## src/logic/emac_dp_pkg.sv

```systemverilog
// Constants, register map and carrier types for the MAC data-path block.
// Assumes a single 250 MHz clock shared with the bus and the wire logic.
//
// Functional notes
// RULE1 - No resources at frame start: count, discard
// RULE2 - Mid-frame shortfall: discard and count by default
// RULE3 - Matching, no error copy: discard, still count
// RULE4 - Unmatched, copy-all and error copy: partial promiscuous
// RULE5 - Matching with error copy: partial, overrun flag
// RULE6 - At maximum length it is truncation, not overrun
// RULE7 - Eight transmit channels, fixed or rotating priority
// RULE8 - Fixed: highest numbered pending channel first
// RULE9 - Rotating: ascending 0 to 7, then wrap
// RULE10 - Host initialises addresses, pointers, masks, descriptors
// RULE11 - Host enables transmit DMA before head pointers
// RULE12 - Shutdown by channel number, accepted anytime
// RULE13 - Frame in flight finishes before channel stops
// RULE14 - Mark next start descriptor, only if present
// RULE15 - Clear head, raise interrupt, load completion value
// RULE16 - Host acknowledges with the completion value
// RULE17 - Shutdown leaves every channel enable alone
// RULE18 - Inactive channel shutdown still interrupts, no descriptor
// RULE19 - Completion pointer reads the shutdown value
// RULE20 - Transmit 24 cells, receive 68 cells, 64 bytes
// RULE21 - Start at cell level or complete packet
// RULE22 - Level 24 waits for whole maximum packet
// RULE23 - Interrupt only after head pointer cleared

`default_nettype none

package emac_dp_pkg;

  // Channel count and cell storage sizes
  localparam int NUM_CH = 8;
  localparam int CH_W = 3;
  localparam int TX_CELLS = 24; // RULE20
  localparam int RX_CELLS = 68; // RULE20
  localparam int CELL_BYTES = 64;
  localparam int LVL_W = 5;
  localparam logic [LVL_W-1:0] CELL_LVL_RST = 5'h18;

  // Register byte offsets
  localparam int ADDR_W = 8;
  localparam logic [7:0] MAC_CONFIG_OFS = 8'h00;
  localparam logic [7:0] DMA_CONTROL_OFS = 8'h04;
  localparam logic [7:0] RX_FILTER_OFS = 8'h08;
  localparam logic [7:0] FIFO_CONFIG_OFS = 8'h0c;
  localparam logic [7:0] SHUTDOWN_OFS = 8'h10;
  localparam logic [7:0] IRQ_STATUS_OFS = 8'h14;
  localparam logic [7:0] SOF_CNT_OFS = 8'h18;
  localparam logic [7:0] MOF_CNT_OFS = 8'h1c;
  localparam logic [7:0] DMA_CNT_OFS = 8'h20;
  localparam logic [7:0] HEAD_BASE = 8'h40;
  localparam logic [7:0] COMP_BASE = 8'h60;

  // Field positions
  localparam int PRIO_SEL_BIT = 0;
  localparam int DMA_EN_BIT = 0;
  localparam int COPY_ALL_BIT = 0;
  localparam int ERR_COPY_BIT = 1;

  // Shutdown completion value and bus answers
  localparam logic [31:0] DONE_VALUE = 32'hffff_fffc;
  localparam logic [1:0] RESP_OKAY = 2'h0;
  localparam logic [1:0] RESP_SLVERR = 2'h2;

  // Receive overrun verdict toward the receive DMA
  typedef struct packed {
    logic discard;
    logic partial;
    logic to_promisc;
    logic ovr_flag;
    logic unmatched_frame_flag_flag;
  } rx_verdict_t;

  // Shutdown-done flag write into a start descriptor
  typedef struct packed {
    logic [CH_W-1:0] chan;
    logic [31:0] desc_addr;
  } sd_flag_t;

endpackage : emac_dp_pkg

`default_nettype wire

```

## src/logic/emac_dp_core.sv

```systemverilog
// Receive overrun verdicts, transmit channel scheduling and shutdown,
// transmit start threshold, all behind an AXI4-Lite register slave.
// Assumes wire-side and DMA-side inputs come from logic on aclk.
//
// The placing of the registers and register access over AXI4-Lite are this design's own decisions.

`default_nettype none

module emac_dp_core
  import emac_dp_pkg::*;
(
  input wire logic aclk,
  input wire logic aresetn,
  input wire logic [ADDR_W-1:0] awaddr,
  input wire logic awvalid,
  output logic awready,
  input wire logic [31:0] wdata,
  input wire logic [3:0] wstrb,
  input wire logic wvalid,
  output logic wready,
  output logic [1:0] bresp,
  output logic bvalid,
  input wire logic bready,
  input wire logic [ADDR_W-1:0] araddr,
  input wire logic arvalid,
  output logic arready,
  output logic [31:0] rdata,
  output logic [1:0] rresp,
  output logic rvalid,
  input wire logic rready,
  input wire logic tx_sched_req,
  output logic tx_grant_valid,
  output logic [CH_W-1:0] tx_grant_chan,
  input wire logic tx_busy,
  input wire logic [CH_W-1:0] tx_busy_chan,
  output logic sd_flag_valid,
  output sd_flag_t sd_flag,
  output logic tx_irq,
  input wire logic [LVL_W-1:0] tx_cells_present,
  input wire logic tx_packet_complete,
  output logic tx_start,
  input wire logic rx_frame_start,
  input wire logic rx_frame_end,
  input wire logic rx_res_avail,
  input wire logic rx_res_exhausted,
  input wire logic rx_addr_match,
  input wire logic rx_at_max_len,
  input wire logic rx_dma_short,
  output logic rx_verdict_valid,
  output rx_verdict_t rx_verdict,
  output logic rx_truncate
);

  // ****************************************
  // Bus slave
  // ****************************************

  logic aw_ff, w_ff;
  logic [ADDR_W-1:0] awa_ff;
  logic [31:0] wd_ff;
  logic [3:0] ws_ff;
  logic bvalid_ff, rvalid_ff;
  logic [1:0] bresp_ff, rresp_ff;
  logic [31:0] rdata_ff;
  logic wr_en;
  logic [31:0] nxt_rdata;
  logic rd_hit;

  // Address lies in the map
  function automatic logic mapped(input logic [ADDR_W-1:0] a);
    mapped = (a[1:0] == 2'h0) &&
             ((a <= DMA_CNT_OFS) || (a >= HEAD_BASE &&
              a < COMP_BASE + 8'(4 * NUM_CH)));
  endfunction

  // Merge a write under byte strobes
  function automatic logic [31:0] merge(input logic [31:0] old,
                                        input logic [31:0] nw,
                                        input logic [3:0] st);
    for (int b = 0; b < 4; b++) begin
      merge[8*b +: 8] = st[b] ? nw[8*b +: 8] : old[8*b +: 8];
    end
  endfunction

  assign awready = !aw_ff && !bvalid_ff;
  assign wready = !w_ff && !bvalid_ff;
  // Address and data may arrive in either order
  assign wr_en = aw_ff && w_ff && !bvalid_ff;

  // Write address and data holding
  always_ff @(posedge aclk) begin
    if (!aresetn) begin
      aw_ff <= 1'b0;
      w_ff <= 1'b0;
      awa_ff <= '0;
      wd_ff <= '0;
      ws_ff <= '0;
    end else begin
      if (awvalid && awready) begin
        aw_ff <= 1'b1;
        awa_ff <= awaddr;
      end else if (wr_en) begin
        aw_ff <= 1'b0;
      end
      if (wvalid && wready) begin
        w_ff <= 1'b1;
        wd_ff <= wdata;
        ws_ff <= wstrb;
      end else if (wr_en) begin
        w_ff <= 1'b0;
      end
    end
  end

  // Write response, one cycle after both halves are held
  always_ff @(posedge aclk) begin
    if (!aresetn) begin
      bvalid_ff <= 1'b0;
      bresp_ff <= RESP_OKAY;
    end else if (wr_en) begin
      bvalid_ff <= 1'b1;
      bresp_ff <= mapped(awa_ff) ? RESP_OKAY : RESP_SLVERR;
    end else if (bready) begin
      bvalid_ff <= 1'b0;
    end
  end

  assign bvalid = bvalid_ff;
  assign bresp = bresp_ff;
  assign arready = !rvalid_ff;

  // ****************************************
  // Control registers
  // ****************************************

  logic prio_rr_ff, dma_en_ff, copy_all_ff, err_copy_ff;
  logic [LVL_W-1:0] cell_lvl_ff;

  // Software-steered configuration bits
  always_ff @(posedge aclk) begin
    if (!aresetn) begin
      prio_rr_ff <= 1'b0;
      dma_en_ff <= 1'b0;
      copy_all_ff <= 1'b0;
      err_copy_ff <= 1'b0;
      cell_lvl_ff <= CELL_LVL_RST;
    end else if (wr_en && ws_ff[0]) begin
      case (awa_ff)
        MAC_CONFIG_OFS: prio_rr_ff <= wd_ff[PRIO_SEL_BIT]; // RULE7
        DMA_CONTROL_OFS: dma_en_ff <= wd_ff[DMA_EN_BIT]; // RULE17
        RX_FILTER_OFS: begin
          copy_all_ff <= wd_ff[COPY_ALL_BIT];
          err_copy_ff <= wd_ff[ERR_COPY_BIT];
        end
        FIFO_CONFIG_OFS: cell_lvl_ff <= wd_ff[LVL_W-1:0];
        default: ;
      endcase
    end
  end

  // ****************************************
  // Transmit channel state
  // ****************************************

  logic [31:0] head_ff [NUM_CH];
  logic [31:0] comp_ff [NUM_CH];
  logic [NUM_CH-1:0] td_req_ff, irq_ff;
  logic td_go;
  logic [CH_W-1:0] td_ch;
  logic td_fire_ff;
  logic [CH_W-1:0] td_fire_ch_ff;
  logic [NUM_CH-1:0] pend;
  logic shut_wr;

  assign shut_wr = wr_en && ws_ff[0] && awa_ff == SHUTDOWN_OFS;

  // Lowest requested channel not carrying a frame may stop now
  always_comb begin
    td_go = 1'b0;
    td_ch = '0;
    for (int n = NUM_CH - 1; n >= 0; n--) begin
      if (td_req_ff[n] && !(tx_busy && tx_busy_chan == CH_W'(n))) begin
        td_go = 1'b1; // RULE13
        td_ch = CH_W'(n);
      end
    end
  end

  // Shutdown requests; a new request wins over its own completion
  always_ff @(posedge aclk) begin
    if (!aresetn) begin
      td_req_ff <= '0;
    end else begin
      for (int n = 0; n < NUM_CH; n++) begin
        if (shut_wr && wd_ff[CH_W-1:0] == CH_W'(n)) begin
          td_req_ff[n] <= 1'b1; // RULE12
        end else if (td_go && td_ch == CH_W'(n)) begin
          td_req_ff[n] <= 1'b0;
        end
      end
    end
  end

  // Head and completion pointers; shutdown overrides a host write
  always_ff @(posedge aclk) begin
    if (!aresetn) begin
      for (int n = 0; n < NUM_CH; n++) begin
        head_ff[n] <= '0;
        comp_ff[n] <= '0;
      end
    end else begin
      for (int n = 0; n < NUM_CH; n++) begin
        if (td_go && td_ch == CH_W'(n)) begin
          head_ff[n] <= '0; // RULE15
          comp_ff[n] <= DONE_VALUE; // RULE15 RULE19
        end else if (wr_en) begin
          if (awa_ff == HEAD_BASE + 8'(4 * n)) begin
            head_ff[n] <= merge(head_ff[n], wd_ff, ws_ff);
          end
          if (awa_ff == COMP_BASE + 8'(4 * n)) begin
            comp_ff[n] <= merge(comp_ff[n], wd_ff, ws_ff);
          end
        end
      end
    end
  end

  // Descriptor flag only when a chain exists
  always_ff @(posedge aclk) begin
    if (!aresetn) begin
      sd_flag_valid <= 1'b0;
      sd_flag <= '0;
    end else begin
      sd_flag_valid <= td_go && head_ff[td_ch] != '0; // RULE14 RULE18
      if (td_go) begin
        sd_flag.chan <= td_ch;
        sd_flag.desc_addr <= head_ff[td_ch];
      end
    end
  end

  // Interrupt follows the pointer update by one edge
  always_ff @(posedge aclk) begin
    if (!aresetn) begin
      td_fire_ff <= 1'b0;
      td_fire_ch_ff <= '0;
    end else begin
      td_fire_ff <= td_go; // RULE23
      td_fire_ch_ff <= td_ch;
    end
  end

  // Pending interrupt per channel; raise wins over acknowledge
  always_ff @(posedge aclk) begin
    if (!aresetn) begin
      irq_ff <= '0;
    end else begin
      for (int n = 0; n < NUM_CH; n++) begin
        if (td_fire_ff && td_fire_ch_ff == CH_W'(n)) begin
          irq_ff[n] <= 1'b1; // RULE15 RULE18
        end else if (wr_en && awa_ff == COMP_BASE + 8'(4 * n) &&
                     ws_ff == 4'hf && wd_ff == DONE_VALUE) begin
          irq_ff[n] <= 1'b0; // RULE16
        end
      end
    end
  end

  assign tx_irq = |irq_ff;

  // ****************************************
  // Transmit scheduling
  // ****************************************

  logic [CH_W-1:0] last_ff;
  logic win_ok;
  logic [CH_W-1:0] win_ch;

  // Channel wants service while enabled and holding a chain
  always_comb begin
    for (int n = 0; n < NUM_CH; n++) begin
      pend[n] = dma_en_ff && head_ff[n] != '0 && !td_req_ff[n];
    end
  end

  // Pick the winner for the configured priority type
  always_comb begin
    logic [CH_W-1:0] c;
    win_ok = 1'b0;
    win_ch = '0;
    c = '0;
    if (prio_rr_ff) begin
      for (int k = NUM_CH; k >= 1; k--) begin
        c = last_ff + CH_W'(k); // RULE9
        if (pend[c]) begin
          win_ok = 1'b1;
          win_ch = c;
        end
      end
    end else begin
      for (int n = 0; n < NUM_CH; n++) begin
        if (pend[n]) begin
          win_ok = 1'b1; // RULE8
          win_ch = CH_W'(n);
        end
      end
    end
  end

  // Registered grant and rotation point
  always_ff @(posedge aclk) begin
    if (!aresetn) begin
      tx_grant_valid <= 1'b0;
      tx_grant_chan <= '0;
      last_ff <= CH_W'(NUM_CH - 1);
    end else begin
      tx_grant_valid <= tx_sched_req && win_ok; // RULE7
      if (tx_sched_req && win_ok) begin
        tx_grant_chan <= win_ch;
        last_ff <= win_ch;
      end
    end
  end

  // Start once enough cells or the whole packet sit in the FIFO
  always_ff @(posedge aclk) begin
    if (!aresetn) begin
      tx_start <= 1'b0;
    end else begin
      tx_start <= tx_packet_complete ||
                  tx_cells_present >= cell_lvl_ff; // RULE21 RULE22
    end
  end

  // ****************************************
  // Receive overrun handling
  // ****************************************

  logic in_frame_ff;
  logic [31:0] sof_cnt_ff, mof_cnt_ff, dma_cnt_ff;
  logic sof_ev, mof_ev;
  rx_verdict_t mof_v;

  assign sof_ev = rx_frame_start && !rx_res_avail; // RULE1
  // Reaching maximum length is truncation instead
  assign mof_ev = in_frame_ff && rx_res_exhausted &&
                  !rx_at_max_len; // RULE6

  // Mid-frame treatment from match and copy controls
  always_comb begin
    mof_v = '0;
    if (rx_addr_match && err_copy_ff) begin
      mof_v.partial = 1'b1; // RULE5
      mof_v.ovr_flag = 1'b1;
    end else if (!rx_addr_match && copy_all_ff && err_copy_ff) begin
      mof_v.partial = 1'b1; // RULE4
      mof_v.to_promisc = 1'b1;
      mof_v.ovr_flag = 1'b1;
      mof_v.unmatched_frame_flag_flag = 1'b1;
    end else begin
      mof_v.discard = 1'b1; // RULE2 RULE3
    end
  end

  // Frame tracking
  always_ff @(posedge aclk) begin
    if (!aresetn) begin
      in_frame_ff <= 1'b0;
    end else if (rx_frame_start) begin
      in_frame_ff <= rx_res_avail;
    end else if (mof_ev || rx_frame_end) begin
      in_frame_ff <= 1'b0;
    end
  end

  // Verdict toward the receive DMA
  always_ff @(posedge aclk) begin
    if (!aresetn) begin
      rx_verdict_valid <= 1'b0;
      rx_verdict <= '0;
      rx_truncate <= 1'b0;
    end else begin
      rx_verdict_valid <= sof_ev || mof_ev;
      rx_truncate <= in_frame_ff && rx_res_exhausted && rx_at_max_len;
      if (sof_ev) begin
        rx_verdict <= '{discard: 1'b1, default: 1'b0}; // RULE1
      end else if (mof_ev) begin
        rx_verdict <= mof_v;
      end
    end
  end

  // Shortfall statistics; every overrun is counted
  always_ff @(posedge aclk) begin
    if (!aresetn) begin
      sof_cnt_ff <= '0;
      mof_cnt_ff <= '0;
      dma_cnt_ff <= '0;
    end else begin
      if (sof_ev) begin
        sof_cnt_ff <= sof_cnt_ff + 32'h1; // RULE1
      end
      if (mof_ev) begin
        mof_cnt_ff <= mof_cnt_ff + 32'h1; // RULE2 RULE3 RULE4 RULE5
      end
      if ((sof_ev || mof_ev) && rx_dma_short) begin
        dma_cnt_ff <= dma_cnt_ff + 32'h1;
      end
    end
  end

  // ****************************************
  // Read path
  // ****************************************

  // Read data mux
  always_comb begin
    nxt_rdata = '0;
    rd_hit = mapped(araddr);
    case (araddr)
      MAC_CONFIG_OFS: nxt_rdata[PRIO_SEL_BIT] = prio_rr_ff;
      DMA_CONTROL_OFS: nxt_rdata[DMA_EN_BIT] = dma_en_ff;
      RX_FILTER_OFS: nxt_rdata[1:0] = {err_copy_ff, copy_all_ff};
      FIFO_CONFIG_OFS: nxt_rdata[LVL_W-1:0] = cell_lvl_ff;
      SHUTDOWN_OFS: nxt_rdata[NUM_CH-1:0] = td_req_ff;
      IRQ_STATUS_OFS: nxt_rdata[NUM_CH-1:0] = irq_ff;
      SOF_CNT_OFS: nxt_rdata = sof_cnt_ff;
      MOF_CNT_OFS: nxt_rdata = mof_cnt_ff;
      DMA_CNT_OFS: nxt_rdata = dma_cnt_ff;
      default: ;
    endcase
    for (int n = 0; n < NUM_CH; n++) begin
      if (araddr == HEAD_BASE + 8'(4 * n)) nxt_rdata = head_ff[n];
      if (araddr == COMP_BASE + 8'(4 * n)) nxt_rdata = comp_ff[n];
    end
  end

  // Read answer registered on the edge that takes the address
  always_ff @(posedge aclk) begin
    if (!aresetn) begin
      rvalid_ff <= 1'b0;
      rdata_ff <= '0;
      rresp_ff <= RESP_OKAY;
    end else if (arvalid && arready) begin
      rvalid_ff <= 1'b1;
      rdata_ff <= nxt_rdata;
      rresp_ff <= rd_hit ? RESP_OKAY : RESP_SLVERR;
    end else if (rready) begin
      rvalid_ff <= 1'b0;
    end
  end

  assign rvalid = rvalid_ff;
  assign rdata = rdata_ff;
  assign rresp = rresp_ff;

  logic [NUM_CH-1:0] rr_order;
  logic [CH_W-1:0] rr_gap;

  // Pending set seen from the channel after the last grant
  assign rr_order = NUM_CH'({pend, pend} >> (last_ff + CH_W'(1)));
  assign rr_gap = win_ch - last_ff - CH_W'(1);
endmodule // emac_dp_core

`default_nettype wire

```

## config.mk

```make
export PLATFORM = sky130hd
export DESIGN_NAME = emac_dp_core
export DESIGN_NICKNAME = d
export VERILOG_FILES = /design/src/logic/emac_dp_pkg.sv /design/src/logic/emac_dp_core.sv
export SDC_FILE = /design/constraint.sdc
export NUM_CORES = 2
export LEC_CHECK = 0
export ABC_AREA = 1
export BUFFER_PORTS_ARGS = -buffer_cell sky130_fd_sc_hd__buf_2
export CAP_MARGIN = 20
export CORE_ASPECT_RATIO = 1.5
export CORE_MARGIN = 5
export CORE_UTILIZATION = 30
export DETAILED_ROUTE_END_ITERATION = 12
export SLEW_MARGIN = 40
export SYNTH_ARGS = -nofsm -noshare
export SYNTH_HDL_FRONTEND = slang
export SYNTH_SLANG_ARGS = --single-unit
```

## constraint.sdc

```tcl
create_clock -name aclk -period 4.92 [get_ports aclk]
set_input_delay 0.738 -clock aclk [delete_from_list [all_inputs] [get_ports aclk]]
set_output_delay 0.738 -clock aclk [all_outputs]
set_load 0.01 [all_outputs]
```

Word-level counts from Yosys, hierarchy flattened

Memory sizes are Yosys's and may differ from the RTL's.
Index checks and enable logic that the tools add are counted.

Shift-type cells: 0
Equal/unequal tests: 74
Muxes and demuxes: 339
Multipliers: 0
Bitwise operators: 33
Divide/modulo/power cells: 0
Add/subtract/negate cells: 10
Reductions and logical operators: 176
$lt $le $gt $ge: 15

Operators by type and width:

| operator                                                                            | count |
|---|---|
| 32-bit 2-to-1 mux                                                                   | 48 |
| 8-bit 2-to-1 mux                                                                    | 64 |
| 32-bit nonzero test                                                                 | 9 |
| 8-bit by 7-bit equality test with 1-bit output, second input constant               | 32 |
| 1-bit 2-to-1 mux                                                                    | 186 |
| 1-bit logical AND                                                                   | 103 |
| 32-bit by 1-bit adder with 32-bit output, second input constant                     | 3 |
| 24-bit one-hot mux with 3 select lines                                              | 1 |
| 3-bit 2-to-1 mux                                                                    | 23 |
| 3-bit equality test, second input constant                                          | 16 |
| 2-bit nonzero test                                                                  | 22 |
| 8-bit by 5-bit equality test with 1-bit output, second input constant               | 5 |
| 32-bit equality test, second input constant                                         | 1 |
| 8-bit by 4-bit equality test with 1-bit output, second input constant               | 4 |
| 3-bit by 4-bit < comparator with 1-bit output, second input constant                | 8 |
| 1-bit OR                                                                            | 32 |
| 1-bit binary-select mux with 3-bit select                                           | 8 |
| 3-bit by 2-bit equality test with 1-bit output, second input constant               | 8 |
| 1-bit zero test                                                                     | 23 |
| 3-bit one-hot mux with 6 select lines                                               | 1 |
| 8-bit by 3-bit equality test with 1-bit output, second input constant               | 2 |
| 8-bit by 7-bit greater-or-equal comparator with 1-bit output, second input constant | 2 |
| 8-bit by 6-bit <= comparator with 1-bit output, second input constant               | 2 |
| 8-bit zero test                                                                     | 2 |
| other kinds (21)                                                                    | 42 |

Latch bits: 0
Logic and storage cells: 700
ROM bits: 0
Memories: 2
Bits in writable memories: 512
Input bits: 77
Register bits: 261

Memory list:

| memory  | depth | bits a word | read ports | clocked after memory_dff | write ports | RTL line            | text |
|---|---|---|---|---|---|---|---|
| comp_ff | 8     | 32          | 8          | 0                        | 8           | emac_dp_core.sv:166 | `logic [31:0] comp_ff [NUM_CH];` |
| head_ff | 8     | 32          | 9          | 0                        | 8           | emac_dp_core.sv:165 | `logic [31:0] head_ff [NUM_CH];` |

Logic depth before layout (Yosys ltp)

Word-level depth: 19
Mapped depth: 21

Worst setup path before layout

Ideal clock, no wire load.

Path kind: input -> register
Start: input port tx_busy
End: memory comp_ff[5][24], in the netlist comp_ff[1][56], enable pin
Slack: 1.880 ns
Arrival time: 2.656 ns
Buffers on the path: 1
Stages on the path: 13
Required time: 4.536 ns
Cells stage by stage: inv_1 > nor2_2 > a21oi_1 > inv_1 > nand2_1 > nor2_4 > nor2_4 > inv_1 > nor2_1 > inv_2 > nand3_1 > clkbuf_1 > o21ai_0

RTL lines:

| what        | RTL line            | text |
|---|---|---|
| from (decl) | emac_dp_core.sv:34  | `input wire logic tx_busy,` |
| to (decl)   | emac_dp_core.sv:166 |  |

Final worst setup path

Start: register td_req_ff[0]
End: register sd_flag_valid

Longest elaborated chain between the ends: 5

RTL lines:

| what                              | RTL line            | text |
|---|---|---|
| from (decl)                       | emac_dp_core.sv:167 | `logic [NUM_CH-1:0] td_req_ff, irq_ff;` |
| from (signal assigned)            | emac_dp_core.sv:192 | `td_req_ff <= '0;` |
| from (signal, indexed assignment) | emac_dp_core.sv:196 | `td_req_ff[n] <= 1'b1;` |
| from (signal, indexed assignment) | emac_dp_core.sv:198 | `td_req_ff[n] <= 1'b0;` |
| 1-bit logical AND *               | emac_dp_core.sv:182 | `if (td_req_ff[n] && !(tx_busy && tx_busy_chan == CH_W'(n))) begin` |
| 3-bit 2-to-1 mux                  | emac_dp_core.sv:182 |  |
| memory 8 x 32 bit                 | --                  |  |
| 32-bit nonzero test               | emac_dp_core.sv:234 | `sd_flag_valid <= td_go && head_ff[td_ch] != '0;` |
| 1-bit logical AND *               | emac_dp_core.sv:234 |  |
| to (signal assigned)              | emac_dp_core.sv:231 | `sd_flag_valid <= 1'b0;` |
| to (signal assigned)              | emac_dp_core.sv:234 |  |
| to (decl)                         | emac_dp_core.sv:36  | `output logic sd_flag_valid,` |

Every way passes the cells marked *; elsewhere a longest branch is shown, timed or not.
A chain may end at the register's enable or synchronous reset.

==> results.yml <==
detailed_routing:
  drc: 0
  dr.pass1.iters: 6
  wirelength_um: 172000
  vias_per_cell: 5.40
  drtIter0Drc: 4023
  wl_per_cell_um: 26.4
  antenna_left: 0
  vias: 35200
cts:
  cts_tree: "yes"
  cts_sinks: 769
  postCtsSetupBuffers: 0
  h-tree-depth: 3
  cts.path.max_buffers: 3
  clockRootBuffer: "clkbuf_16"
  path_clk_slew_ns: 0.06
  cts_buffers: 82
  clock_latency_ns: 0.70
  post_cts_resized: 0
  holdBufCountCts: 0
yosys:
  synthCells: 4664
  synthFlopType: "edfxtp_1"
  async_reset_ff_share_pct: 0
  ys_seq_elements: 769
  ys_seq_area_share_pct: 54.2
  syn_area_sq_um: 37900
  ys_warn_count: 0
  yosysTopAreaCellShare_pct: 40.6
  synth_edf_count: 512
  yosysTopAreaCell: "edfxtp_1"
  ys_types: 59
  ys_top_cells_by_area: "edfxtp_1 (41%), dfxtp_1 (14%), nand2_1 (9.8%), nor2_1 (7.7%), inv_1 (4.7%)"
  synth.avg_cell_area_sq_um: 8.12
sta:
  timing.final.max_slew_violations: 0
  timing.fmax_ghz: 0.276
  fin_crit_sh_pct: 73.7
  slew_headroom_pct: 38.3
  min_period_ns: 3.63
  worst_pin_slew_ns: 0.922
  finClkSkew_ns: 0.0307
  totalNegativeSetupSlack_ns: 0
  rsz0062_at_grt: "no"
  final-hold-violation-count: 0
  setup_viol_count_final: 0
critical_path:
  cp_common_cell: "nand2_1"
  critPathLaunchType: "flip-flop"
  ff2ff_path_depth: 17
  crit_chain: "inv_1 > a21oi_1 > inv_1 > nand2_1 > nor2_4 > inv_4 > nand2_4 > inv_2 > buf_4 > nand2_1 > nand4_1 > o22ai_1 > nand2_1 > nor2_1 > nand2_1 > nor2_1 > a21oi_1"
  critPathKind: "flip-flop to flip-flop"
  crit_arrival_ns: 4.23
  crit_path_max_incr_delay_ns: 0.58
  slowest_stage: "inv_2"
  critical_path_required_ns: 5.52
  critPathCaptureType: "flip-flop"
  critPathMaxFanout: 34
grt:
  gr-usage-all-layers_pct: 24.8
  antenna_found_initial: 5
  grt_pass1_wl_um: 241000
  grt-ovfl-total: 0
  grt_max_degree: 94
  grt_pass1_vias: 33900
finish:
  drive_gt1_share_pct: 10.9
  most-common-layout-cells: "nand2_1 (990), nor2_1 (767), edfxtp_1 (512)"
  final_common_cell: "nand2_1"
  area_delta_synth_final_pct: 15.7
  nets: 4926
floorplan:
  io_pins: 167
  initial_core_util_pct: 30.2
  die_area_sq_um: 134000
  coreArea_sq_um: 125000
  fp.dieH_um: 445
  die_x_um: 300
  rows: 159
status:
  outcome: "complete, no violations"
power:
  cellLeakagePower_nw: 16.9
  max-vdd-ir-drop_uv: 251
  fin_total_pwr_mw: 14.7
  power_per_cell_area_nw_per_um2: 335
place:
  io_buffers: 164
  place.gp.congestion: 1.08
  dp_hpwl_um: 134000
worst_hold_path:
  hold_depth: 2
  hp-class: "primary input to flip-flop"
flow_run:
  maxCapViolCount: 0
[area by class of cell]
cell class,count,area [sq um]
antenna,3,7.51
fill,13000,81500
sequential,769,20500
clock buffer,117,2350
clock inverter,37,429
inverter,533,2010
multi-input combinational,3140,14600
timing repair buffer,313,1970
tap,1610,2010
[registers in the layout, summed over array words and instances (netlist names), 3 cells and up]
register and flops:
dma_cnt_ff 32, wd_ff 32, rx_verdict 3, cell_lvl_ff 5, rdata 32, head_ff 256
td_fire_ch_ff 3, awa_ff 8, irq_ff 8, mof_cnt_ff 32, sd_flag 35, td_req_ff 8
ws_ff 4, comp_ff 256, tx_grant_chan 3, last_ff 3, sof_cnt_ff 32
[cells in the mapped netlist (10+ instances only)]
library cell and instances:
a21oi_1 345, a22oi_1 24, buf_2 32, clkbuf_1 177, clkinv_1 34, dfxtp_1 257, edfxtp_1 512, ha_1 10
inv_1 479, inv_2 18, nand2_1 992, nand3_1 139, nand4_1 187, nor2_1 779, nor3_1 74, nor4_1 34
o2111ai_1 10, o211ai_1 11, o21a_1 10, o21ai_0 351, o21ai_1 16, o22ai_1 36, or2_2 14, xor2_1 16
[through the flow]
| stage | hold WS, ns | util [%] | cell area [sq um] | worst slack [ns] | cells |
|---|---|---|---|---|---|
| 4_1_cts | 0.195 | 35.0 | 43800 | 1.25 | 6518 |
| 3_3_place_gp | 0.452 | 32.7 | 41000 | 0.854 | 6363 |
| 3_5_place_dp | 0.456 | 32.7 | 41000 | 0.886 | 6364 |
| 6_report | 0.245 | 35.0 | 43800 | 1.29 | 6522 |
| 2_1_floorplan | 0.444 | - | 37900 | 1.88 | 4665 |
| 5_1_grt | 0.240 | 35.0 | 43800 | 1.11 | 6520 |
[cell families (layout without fill, tap and decap cells)]
group / after synthesis / in the layout / share of synthesized area, %
AO/OA/AOI/OAI: 836 / 836 / 11.8
adder cells (fa/ha/maj): 10 / 10 / 0.330
buffers and inverters: 756 / 1000 / 7.73
multiplexers: 4 / 4 / 0.106
AND/OR/NAND/NOR: 2268 / 2268 / 25.4
flip-flops: 769 / 769 / 54.2
other: 1 / 5 / 0.00990
XOR/XNOR: 20 / 20 / 0.462
[critical path, delay by kind of cell (launching register included)]
kind | cells | cell delay, ns
buffers and inverters | 5 | 1.40
flip-flops | 1 | 0.48
AND/OR/NAND/NOR | 9 | 0.94
AO/OA/AOI/OAI | 3 | 0.67
[path summary, 6_finish.rpt]
check | start | endpoint | slack, ns
worst min register to register | rdata[7]$_SDFFE_PN0P_ | rdata[7]$_SDFFE_PN0P_ | 0.46
worst max register to register | td_req_ff[0]$_SDFFE_PN0P_ | sd_flag_valid$_SDFF_PN0_ | 1.29
worst min-delay path | bready | bvalid$_SDFFE_PN0P_ | 0.24
worst max-delay path | td_req_ff[0]$_SDFFE_PN0P_ | sd_flag_valid$_SDFF_PN0_ | 1.29
[routing by layer]
metal  GRT usage, %  vias to the layer above  routed length, um
met2           42.3                     1861              81800
met3           4.09                      568              12900
met5              0                        -                 34
met1           27.1                    16800              59900
li1               -                    15900                  -
met4           20.5                        6              17800
[where the power goes]
part           total (mW)  switching [mW]  internal [mW]
clock                6.48            2.81           3.67
sequential           7.29           0.197           7.09
combinational       0.945           0.747          0.198
Power figures use the tool's default switching activity.
